==> src/include/iapf_defs.svh <==
// Constants of the in-application flash program controller
`ifndef IAPF_DEFS_SVH
`define IAPF_DEFS_SVH

// ==================================================
// Register offsets
`define IAPF_OFF_CTRL0   4'h0
`define IAPF_OFF_RSTPAT  4'h1
`define IAPF_OFF_CTRL2   4'h2
`define IAPF_OFF_ADRL    4'h3
`define IAPF_OFF_ADRH    4'h4
`define IAPF_OFF_DAT0L   4'h5
`define IAPF_OFF_DAT0H   4'h6
`define IAPF_OFF_DATLAST 4'hc

// ==================================================
// Field positions
`define IAPF_C0_FLAG     7
`define IAPF_C0_MODE_HI  6
`define IAPF_C0_MODE_LO  4
`define IAPF_C0_TRIG     3
`define IAPF_C0_WINIT    2
`define IAPF_C0_RDEN     1
`define IAPF_C0_RINIT    0
`define IAPF_C2_TSEL     1
`define IAPF_C2_CLR      0
`define IAPF_PAGE_MSB    11
`define IAPF_PAGE_LSB    5

// ==================================================
// Reset values
`define IAPF_BYTE_RST    8'h00
`define IAPF_WORD_RST    16'h0000
`define IAPF_ADDR_RST    12'h000

// ==================================================
// Sizes and timing
`define IAPF_PAGE_WORDS  32
`define IAPF_WORD_W      16
`define IAPF_ADDR_W      12
`define IAPF_FIFO_DEPTH  4
`define IAPF_CLK_MHZ     250
`define IAPF_T_ERASE0_US 3200
`define IAPF_T_ERASE1_US 3700
`define IAPF_T_WRITE0_US 2200
`define IAPF_T_WRITE1_US 3000
`define IAPF_ENABLE_CYC  1024

`endif

==> src/include/iapf_pkg.sv <==
// Types of the in-application flash program controller
package iapf_pkg;

  typedef enum logic [2:0] {
    IAPF_MODE_WRITE  = 3'h0,
    IAPF_MODE_ERASE  = 3'h1,
    IAPF_MODE_READ   = 3'h3,
    IAPF_MODE_ENABLE = 3'h6
  } iapf_mode_t;

  typedef enum logic [2:0] {
    IAPF_ST_IDLE  = 3'h0,
    IAPF_ST_ERASE = 3'h1,
    IAPF_ST_LOAD  = 3'h2,
    IAPF_ST_DRAIN = 3'h3,
    IAPF_ST_PROG  = 3'h4,
    IAPF_ST_READ  = 3'h5
  } iapf_state_t;

  typedef struct packed {
    logic       wr;
    logic       rd;
    logic [3:0] addr;
    logic [7:0] wdata;
  } iapf_reg_req_t;

  typedef struct packed {
    logic [11:0] addr;
    logic [15:0] data;
  } iapf_word_t;

endpackage : iapf_pkg

==> src/hw/iapf_ctrl.sv <==
// Flash program controller with page write buffer and word FIFO
`timescale 1ns/1ps
`include "iapf_defs.svh"

// ==================================================
// Word FIFO
module iapf_fifo #(
  parameter int W = `IAPF_WORD_W,
  parameter int D = `IAPF_FIFO_DEPTH
) (
  input  wire logic         clk,
  input  wire logic         rst_n,
  input  wire logic         in_valid,
  output logic              in_ready,
  input  wire logic [W-1:0] in_data,
  output logic              out_valid,
  input  wire logic         out_ready,
  output logic [W-1:0]      out_data
);
  localparam int PW = (D > 1) ? $clog2(D) : 1;
  localparam int CW = $clog2(D + 1);

  logic [W-1:0]  mem [D];
  logic [PW-1:0] wptr_reg;
  logic [PW-1:0] rptr_reg;
  logic [CW-1:0] cnt_reg;
  logic          push;
  logic          pop;

  function automatic logic [PW-1:0] wrap(input logic [PW-1:0] p);
    return (p == PW'(D - 1)) ? '0 : PW'(p + 1'b1);
  endfunction : wrap

  assign in_ready  = (cnt_reg != CW'(D));
  assign out_valid = (cnt_reg != '0);
  assign out_data  = mem[rptr_reg];
  assign push      = in_valid && in_ready;
  assign pop       = out_valid && out_ready;

  always_ff @(posedge clk) begin
    if (push) begin
      mem[wptr_reg] <= in_data;
    end
  end

  always_ff @(posedge clk) begin
    if (!rst_n) begin
      wptr_reg <= '0;
      rptr_reg <= '0;
      cnt_reg  <= '0;
    end else begin
      if (push) begin
        wptr_reg <= wrap(wptr_reg);
      end
      if (pop) begin
        rptr_reg <= wrap(rptr_reg);
      end
      cnt_reg <= CW'(cnt_reg + CW'(push) - CW'(pop));
    end
  end
endmodule : iapf_fifo

// ==================================================
// Controller
module iapf_ctrl
  import iapf_pkg::*;
#(
  parameter int unsigned        PAGE_WORDS  = `IAPF_PAGE_WORDS,
  parameter int unsigned        FIFO_DEPTH  = `IAPF_FIFO_DEPTH,
  parameter int unsigned        ERASE0_CYC  = `IAPF_T_ERASE0_US * `IAPF_CLK_MHZ,
  parameter int unsigned        ERASE1_CYC  = `IAPF_T_ERASE1_US * `IAPF_CLK_MHZ,
  parameter int unsigned        WRITE0_CYC  = `IAPF_T_WRITE0_US * `IAPF_CLK_MHZ,
  parameter int unsigned        WRITE1_CYC  = `IAPF_T_WRITE1_US * `IAPF_CLK_MHZ,
  parameter int unsigned        ENABLE_CYC  = `IAPF_ENABLE_CYC,
  // Unlock patterns, values arbitrary
  parameter logic [15:0]        UNLOCK_PAT1 = 16'h1234,
  parameter logic [15:0]        UNLOCK_PAT2 = 16'h5678,
  parameter logic [15:0]        UNLOCK_PAT3 = 16'h9abc
) (
  input  wire logic             clk,
  input  wire logic             rst_n,
  input  wire iapf_reg_req_t    reg_req,
  output logic [7:0]            reg_rdata,
  output logic                  cpu_halt,
  output logic                  flash_erase,
  output logic                  flash_prog,
  output logic [6:0]            flash_page,
  output iapf_word_t            flash_wr,
  output logic                  flash_wr_valid,
  input  wire logic             flash_wr_ready,
  output logic                  flash_rd_req,
  output logic [11:0]           flash_rd_addr,
  input  wire logic             flash_rd_valid,
  input  wire logic [15:0]      flash_rd_data
);
  localparam int IW = $clog2(PAGE_WORDS);

  // ==================================================
  // State
  iapf_state_t state_reg;
  logic [31:0] timer_reg;
  logic [IW-1:0] idx_reg;
  logic [15:0] en_cnt_reg;

  logic        flag_reg;
  iapf_mode_t  mode_reg;
  logic        trig_reg;
  logic        winit_reg;
  logic        rden_reg;
  logic        rinit_reg;
  logic        tsel_reg;
  logic        clr_reg;
  logic [7:0]  rstpat_reg;
  logic [11:0] addr_reg;
  logic [15:0] data_reg [4];
  logic [15:0] wbuf [PAGE_WORDS];

  logic        idle;
  logic        wr_start;
  logic        rd_start;
  logic        erase_done;
  logic        prog_done;
  logic        read_done;
  logic        load_ok;
  logic        en_match;
  logic        en_timeout;
  logic        fifo_in_ready;
  iapf_word_t  fifo_in;
  logic [27:0] fifo_out;

  // ==================================================
  // Decoding
  function automatic logic wr_hit(input iapf_reg_req_t r, input logic [3:0] off);
    return r.wr && (r.addr == off);
  endfunction : wr_hit

  function automatic logic [31:0] limit(input int unsigned cyc);
    return (cyc > 1) ? 32'(cyc - 1) : 32'h0;
  endfunction : limit

  assign idle = (state_reg == IAPF_ST_IDLE);
  assign wr_start = idle && winit_reg && flag_reg &&
                    (mode_reg == IAPF_MODE_WRITE || mode_reg == IAPF_MODE_ERASE);
  assign rd_start = idle && rinit_reg && rden_reg && (mode_reg == IAPF_MODE_READ);
  assign erase_done = (state_reg == IAPF_ST_ERASE) && (timer_reg == 32'h0);
  assign prog_done  = (state_reg == IAPF_ST_PROG) && (timer_reg == 32'h0);
  assign read_done  = (state_reg == IAPF_ST_READ) && flash_rd_valid;
  assign load_ok    = wr_hit(reg_req, `IAPF_OFF_DAT0H) && flag_reg && idle;
  assign en_match   = (data_reg[1] == UNLOCK_PAT1) && (data_reg[2] == UNLOCK_PAT2) &&
                      (data_reg[3] == UNLOCK_PAT3);
  assign en_timeout = (en_cnt_reg == 16'(ENABLE_CYC - 1));

  // ==================================================
  // Operation sequencer
  always_ff @(posedge clk) begin
    if (!rst_n) begin
      state_reg <= IAPF_ST_IDLE;
      timer_reg <= 32'h0;
      idx_reg   <= '0;
    end else begin
      case (state_reg)
        IAPF_ST_IDLE: begin
          idx_reg <= '0;
          if (wr_start && mode_reg == IAPF_MODE_ERASE) begin
            state_reg <= IAPF_ST_ERASE;
            timer_reg <= tsel_reg ? limit(ERASE1_CYC) : limit(ERASE0_CYC);
          end else if (wr_start) begin
            state_reg <= IAPF_ST_LOAD;
          end else if (rd_start) begin
            state_reg <= IAPF_ST_READ;
          end
        end
        IAPF_ST_ERASE: begin
          if (erase_done) begin
            state_reg <= IAPF_ST_IDLE;
          end else begin
            timer_reg <= timer_reg - 32'h1;
          end
        end
        IAPF_ST_LOAD: begin
          if (fifo_in_ready) begin
            idx_reg <= IW'(idx_reg + 1'b1);
            if (idx_reg == IW'(PAGE_WORDS - 1)) begin
              state_reg <= IAPF_ST_DRAIN;
            end
          end
        end
        IAPF_ST_DRAIN: begin
          if (!flash_wr_valid) begin
            state_reg <= IAPF_ST_PROG;
            timer_reg <= tsel_reg ? limit(WRITE1_CYC) : limit(WRITE0_CYC);
          end
        end
        IAPF_ST_PROG: begin
          if (prog_done) begin
            state_reg <= IAPF_ST_IDLE;
          end else begin
            timer_reg <= timer_reg - 32'h1;
          end
        end
        IAPF_ST_READ: begin
          if (read_done) begin
            state_reg <= IAPF_ST_IDLE;
          end
        end
        default: begin
          state_reg <= IAPF_ST_IDLE;
        end
      endcase
    end
  end

  assign cpu_halt      = !idle;
  assign flash_erase   = (state_reg == IAPF_ST_ERASE);
  assign flash_prog    = (state_reg == IAPF_ST_PROG);
  assign flash_page    = addr_reg[`IAPF_PAGE_MSB:`IAPF_PAGE_LSB];
  assign flash_rd_req  = (state_reg == IAPF_ST_READ);
  assign flash_rd_addr = addr_reg;

  // ==================================================
  // Page streaming through the word FIFO
  assign fifo_in.addr = {addr_reg[`IAPF_PAGE_MSB:`IAPF_PAGE_LSB], idx_reg};
  assign fifo_in.data = wbuf[idx_reg];

  iapf_fifo #(
    .W (28),
    .D (FIFO_DEPTH)
  ) u_fifo (
    .clk       (clk),
    .rst_n     (rst_n),
    .in_valid  (state_reg == IAPF_ST_LOAD),
    .in_ready  (fifo_in_ready),
    .in_data   (fifo_in),
    .out_valid (flash_wr_valid),
    .out_ready (flash_wr_ready),
    .out_data  (fifo_out)
  );

  assign flash_wr = iapf_word_t'(fifo_out);

  // ==================================================
  // Control register 0
  always_ff @(posedge clk) begin
    if (!rst_n) begin
      flag_reg  <= 1'b0;
      mode_reg  <= IAPF_MODE_WRITE;
      trig_reg  <= 1'b0;
      winit_reg <= 1'b0;
      rden_reg  <= 1'b0;
      rinit_reg <= 1'b0;
    end else begin
      if (wr_hit(reg_req, `IAPF_OFF_CTRL0) && idle) begin
        mode_reg <= iapf_mode_t'(reg_req.wdata[`IAPF_C0_MODE_HI:`IAPF_C0_MODE_LO]);
        rden_reg <= reg_req.wdata[`IAPF_C0_RDEN];
        if (reg_req.wdata[`IAPF_C0_WINIT]) begin
          winit_reg <= 1'b1;
        end
        if (reg_req.wdata[`IAPF_C0_RINIT]) begin
          rinit_reg <= 1'b1;
        end
        if (reg_req.wdata[`IAPF_C0_TRIG]) begin
          trig_reg <= 1'b1;
        end
        if (!reg_req.wdata[`IAPF_C0_FLAG]) begin
          flag_reg <= 1'b0;
        end
      end
      // Refused starts drop at once; finished ones at completion
      if ((idle && winit_reg && !wr_start) || erase_done || prog_done) begin
        winit_reg <= 1'b0;
      end
      if ((idle && rinit_reg && !rd_start) || read_done) begin
        rinit_reg <= 1'b0;
      end
      if (trig_reg && (mode_reg != IAPF_MODE_ENABLE || en_match || en_timeout)) begin
        trig_reg <= 1'b0;
      end
      if (trig_reg && mode_reg == IAPF_MODE_ENABLE && en_match) begin
        flag_reg <= 1'b1;
      end
    end
  end

  // ==================================================
  // Enable procedure timer
  always_ff @(posedge clk) begin
    if (!rst_n) begin
      en_cnt_reg <= 16'h0000;
    end else if (trig_reg && mode_reg == IAPF_MODE_ENABLE) begin
      en_cnt_reg <= en_cnt_reg + 16'h1;
    end else begin
      en_cnt_reg <= 16'h0000;
    end
  end

  // ==================================================
  // Control register 2 and write buffer
  always_ff @(posedge clk) begin
    if (!rst_n) begin
      tsel_reg <= 1'b0;
      clr_reg  <= 1'b0;
    end else begin
      if (clr_reg) begin
        clr_reg <= 1'b0;
      end
      if (wr_hit(reg_req, `IAPF_OFF_CTRL2) && idle) begin
        tsel_reg <= reg_req.wdata[`IAPF_C2_TSEL];
        if (reg_req.wdata[`IAPF_C2_CLR]) begin
          clr_reg <= 1'b1;
        end
      end
    end
  end

  always_ff @(posedge clk) begin
    if (!rst_n || clr_reg || prog_done) begin
      for (int i = 0; i < int'(PAGE_WORDS); i++) begin
        wbuf[i] <= `IAPF_WORD_RST;
      end
    end else if (load_ok) begin
      wbuf[addr_reg[IW-1:0]] <= {reg_req.wdata, data_reg[0][7:0]};
    end
  end

  // ==================================================
  // Address registers
  always_ff @(posedge clk) begin
    if (!rst_n) begin
      addr_reg <= `IAPF_ADDR_RST;
    end else if (load_ok) begin
      if (addr_reg[IW-1:0] != IW'(PAGE_WORDS - 1)) begin
        addr_reg <= addr_reg + 12'h001;
      end
    end else if (idle && wr_hit(reg_req, `IAPF_OFF_ADRL)) begin
      addr_reg[7:0] <= reg_req.wdata;
    end else if (idle && wr_hit(reg_req, `IAPF_OFF_ADRH)) begin
      addr_reg[11:8] <= reg_req.wdata[3:0];
    end
  end

  // ==================================================
  // Data register pairs and reset pattern
  always_ff @(posedge clk) begin
    if (!rst_n) begin
      for (int i = 0; i < 4; i++) begin
        data_reg[i] <= `IAPF_WORD_RST;
      end
    end else if (read_done) begin
      data_reg[0] <= flash_rd_data;
    end else if (reg_req.wr && idle && reg_req.addr >= `IAPF_OFF_DAT0L &&
                 reg_req.addr <= `IAPF_OFF_DATLAST) begin
      if (reg_req.addr[0]) begin
        data_reg[2'(4'(reg_req.addr - `IAPF_OFF_DAT0L) >> 1)][7:0] <= reg_req.wdata;
      end else begin
        data_reg[2'(4'(reg_req.addr - `IAPF_OFF_DAT0L) >> 1)][15:8] <= reg_req.wdata;
      end
    end
  end

  always_ff @(posedge clk) begin
    if (!rst_n) begin
      rstpat_reg <= `IAPF_BYTE_RST;
    end else if (wr_hit(reg_req, `IAPF_OFF_RSTPAT)) begin
      rstpat_reg <= reg_req.wdata;
    end
  end

  // ==================================================
  // Read-back, one port for direct and indirect access
  always_ff @(posedge clk) begin
    if (!rst_n) begin
      reg_rdata <= `IAPF_BYTE_RST;
    end else if (reg_req.rd) begin
      case (reg_req.addr)
        `IAPF_OFF_CTRL0:  reg_rdata <= {flag_reg, mode_reg, trig_reg, winit_reg,
                                        rden_reg, rinit_reg};
        `IAPF_OFF_RSTPAT: reg_rdata <= rstpat_reg;
        `IAPF_OFF_CTRL2:  reg_rdata <= {6'h00, tsel_reg, clr_reg};
        `IAPF_OFF_ADRL:   reg_rdata <= addr_reg[7:0];
        `IAPF_OFF_ADRH:   reg_rdata <= {4'h0, addr_reg[11:8]};
        4'h5, 4'h7, 4'h9, 4'hb: begin
          reg_rdata <= data_reg[2'(4'(reg_req.addr - `IAPF_OFF_DAT0L) >> 1)][7:0];
        end
        4'h6, 4'h8, 4'ha, 4'hc: begin
          reg_rdata <= data_reg[2'(4'(reg_req.addr - `IAPF_OFF_DAT0L) >> 1)][15:8];
        end
        default: reg_rdata <= 8'h00;
      endcase
    end
  end
endmodule : iapf_ctrl

==> config.mk <==
export PLATFORM = sky130hd
export DESIGN_NAME = iapf_ctrl
export DESIGN_NICKNAME = d
export VERILOG_FILES = /design/src/include/iapf_pkg.sv /design/src/hw/iapf_ctrl.sv
export VERILOG_INCLUDE_DIRS = /design/src /design/src/include
export SDC_FILE = /design/constraint.sdc
export NUM_CORES = 1
export LEC_CHECK = 0
export ABC_AREA = 1
export BUFFER_PORTS_ARGS = -buffer_cell sky130_fd_sc_hd__clkbuf_2
export CORE_MARGIN = 5
export CORE_UTILIZATION = 55
export CTS_BUF_LIST = sky130_fd_sc_hd__clkbuf_8 sky130_fd_sc_hd__clkbuf_16
export DETAILED_ROUTE_END_ITERATION = 12
export PLACE_DENSITY = 0.72
export REMOVE_ABC_BUFFERS = 1
export SLEW_MARGIN = 20
export SYNTH_ARGS = -nofsm -noshare
export SYNTH_HDL_FRONTEND = slang
export SYNTH_HIERARCHICAL = 1
export SYNTH_SLANG_ARGS = --single-unit
==> constraint.sdc <==
create_clock -name clk -period 7.2 [get_ports clk]
set_input_delay 1.44 -clock clk [delete_from_list [all_inputs] [get_ports clk]]
set_output_delay 1.44 -clock clk [all_outputs]
set_load 0.05 [all_outputs]
==> results.yml <==
layout:
  syn2layout_area_growth_pct: 8.98
  num_antenna_cells: 0
  instances_no_fill: 4697
  mostFrequentLayoutCells: "688 x edfxtp_1, 521 x nor2_1, 443 x nand2_1, 376 x nor3_1, 244 x o21ai_0"
  regArea_um2: 22800
  fin_nets: 3755
  multi_input_area_um2: 13400
  fillers: 5686
  largest_reg_flops: 512
  layout-drive-gt1-share: 0.138
  final_area_um2: 41800
  mostFrequentLayoutCell: "edfxtp_1"
routing:
  drt_first_pass_iters: 7
  wirelength_um: 102000
  ant_nets: 0
  wl_per_cell_um: 21.7
  drc: 0
  drt_iter0_drc: 3875
  vias_per_cell: 6.17
  via_count: 29000
synth:
  synth_warnings: 6
  async_flop_share: 0
  synthCells: 3780
  synth.area.top_cells: "edfxtp_1 54%, dfxtp_1 5.6%, nor2_1 5.1%, nor3_1 4.9%, nand2_1 4.4%"
  synth_ff_type: "edfxtp_1"
  synthDominantCellAreaShare: 0.538
  ys_seq_area_frac: 0.595
  synth.distinct_cells: 50
  avgSynthCellArea_um2: 10.2
  ys_ff_latch: 796
  yosys.area.top_type: "edfxtp_1"
  synth_edf_count: 688
  syn_area_um2: 38400
min_path:
  worstHoldStart: "timer_reg[0]"
  min_path_cells: 1
  hold_end: "timer_reg[0]"
  worstHoldPathType: "flip-flop to flip-flop"
worst_setup_path:
  critPathBufInv: 2
  path_max_fanout: 57
  worstRegToRegCells: 12
  timing.rr.start: "timer_reg[0]"
  critPathMaxStageDelay_ns: 1.01
  crit_type: "flip-flop to output port"
  slowest_stage: "dfxtp_2"
  r2r_slack_ns: 3.45
  path_cells: "inv_2, o21ai_0, o22ai_1, clkbuf_2"
  cp_data_arrival_time_ns: 3.10
  critical_path_required_ns: 5.76
  regToRegEndpoint: "wbuf[11][14]"
  start_kind: "flip-flop"
  crit_family: "flip-flops"
  crit_path_end_kind: "output port"
flow_run:
  maxCapViolCount: 0
timing:
  rsz0062_at_grt: "no"
  hold_viol: 0
  relSlewSlack: 0.248
  setup_viol: 0
  worst_slew_pin_slew_ns: 1.13
  max_freq_ghz: 0.220
  fin_skew_ns: 0.0224
  maxSlewViolCount: 0
  finalSetupTns_ns: 0
  min_period_ns: 4.54
  setup_slack_ns: 2.66
  finalCritPeriodShare: 0.630
clock_network:
  root_buffer: "clkbuf_16"
  numClockSinks: 796
  cts-resized-gates: 0
  post-cts-setup-buffer-count: 0
  hold_buffers: 0
  clk_path_buf_depth: 3
  htreeDepth: 3
  worstSkewPairLatency_ns: 0.64
  cts_tree: "done"
  cts_buffers: 82
  clk_pin_slew_ns: 0.06
placement:
  dp_hpwl_um: 61500
  pre_cts_slack_ns: 2.49
  gp_congestion: 0.907
  placed_cells: 4546
  place_area_um2: 39200
  port_buffers: 93
grt:
  track_usage: 0.267
  grt_pass1_vias: 27300
  grt-ovfl-total: 0
  grt_pass1_wl_um: 159000
  antenna_found_initial: 0
  grt_max_degree: 257
die:
  die_y_um: 274
  die_area_um2: 75200
  die_w_um: 274
  ios: 94
  start_util: 0.557
  std_cell_rows: 96
  core_um2: 68900
power:
  power.density_nw_per_um2: 306
  peakVddDrop_v: 0.000238
  p_total_uw: 12800
  leakagePower_uw: 0.0144
run_status:
  status: "finished clean"
==> cell type report <==
class                   count  share of cell area
multi-input cells        2472               0.320
repair buffers            175              0.0264
flip-flops and latches    796               0.546
clock inverters            60              0.0109
clock buffers              91              0.0528
well taps                 931              0.0278
inverters                 172              0.0157
==> cells in the mapped netlist (4+ instances only) <==
cell type / count
inv_1: 158
o21ai_0: 276
nor3_2: 161
edfxtp_1: 688
nor3_1: 376
o221ai_1: 128
xor2_1: 8
o211ai_1: 6
a21boi_1: 10
nand3_1: 159
nor2_1: 525
buf_6: 28
inv_2: 11
nor2_2: 7
ha_1: 21
nor2_4: 6
buf_2: 62
o22ai_1: 35
nand4_1: 22
nand2_1: 447
buf_1: 13
o21ai_1: 19
a21boi_0: 9
nand3_2: 7
nand2_2: 4
buf_4: 19
dfxtp_1: 108
o21bai_1: 128
clkbuf_1: 218
a21oi_1: 87
==> stage by stage <==
step           hold slack [ns]   util
3_3_place_gp             0.412  0.568
4_1_cts                  0.427  0.607
3_5_place_dp             0.419  0.568
5_1_grt                  0.438  0.607
6_report                 0.424  0.607
2_1_floorplan            0.403      -
==> worst max path at each step <==
stage                       endpoint  cells past startpoint
global placement        wbuf[11][15]                      9
finish                   flash_wr[5]                      4
detailed placement      wbuf[11][14]                      9
floorplan           u_fifo/mem[0][0]                      7
global route             flash_wr[0]                      4
CTS                      flash_wr[3]                      4
==> per-layer routing <==
metal | track usage | part of all wire
met5 | 0 | 0
met4 | 0.0814 | 0.033
met3 | 0.0438 | 0.097
met2 | 0.417 | 0.46
met1 | 0.387 | 0.41
==> report_power, final <==
group / switching [uW] / internal, uW
Clock: 1800 / 2420
Combinational: 2260 / 775
Sequential: 192 / 5360
==> logic make-up (layout without fill, tap and decap cells) <==
logic type                 after synthesis  after routing  share of synthesized area
and+or+nand+nor                       1730           1730                      0.219
AOI/OAI and AO/OA                      709            709                      0.117
adders and majority gates               22             22                    0.00737
DFF                                    796            796                      0.595
buffers and inverters                  512            498                     0.0594
xor gates and xnor gates                11             11                    0.00251
Note: power is estimated with default switching activity, not from simulation.
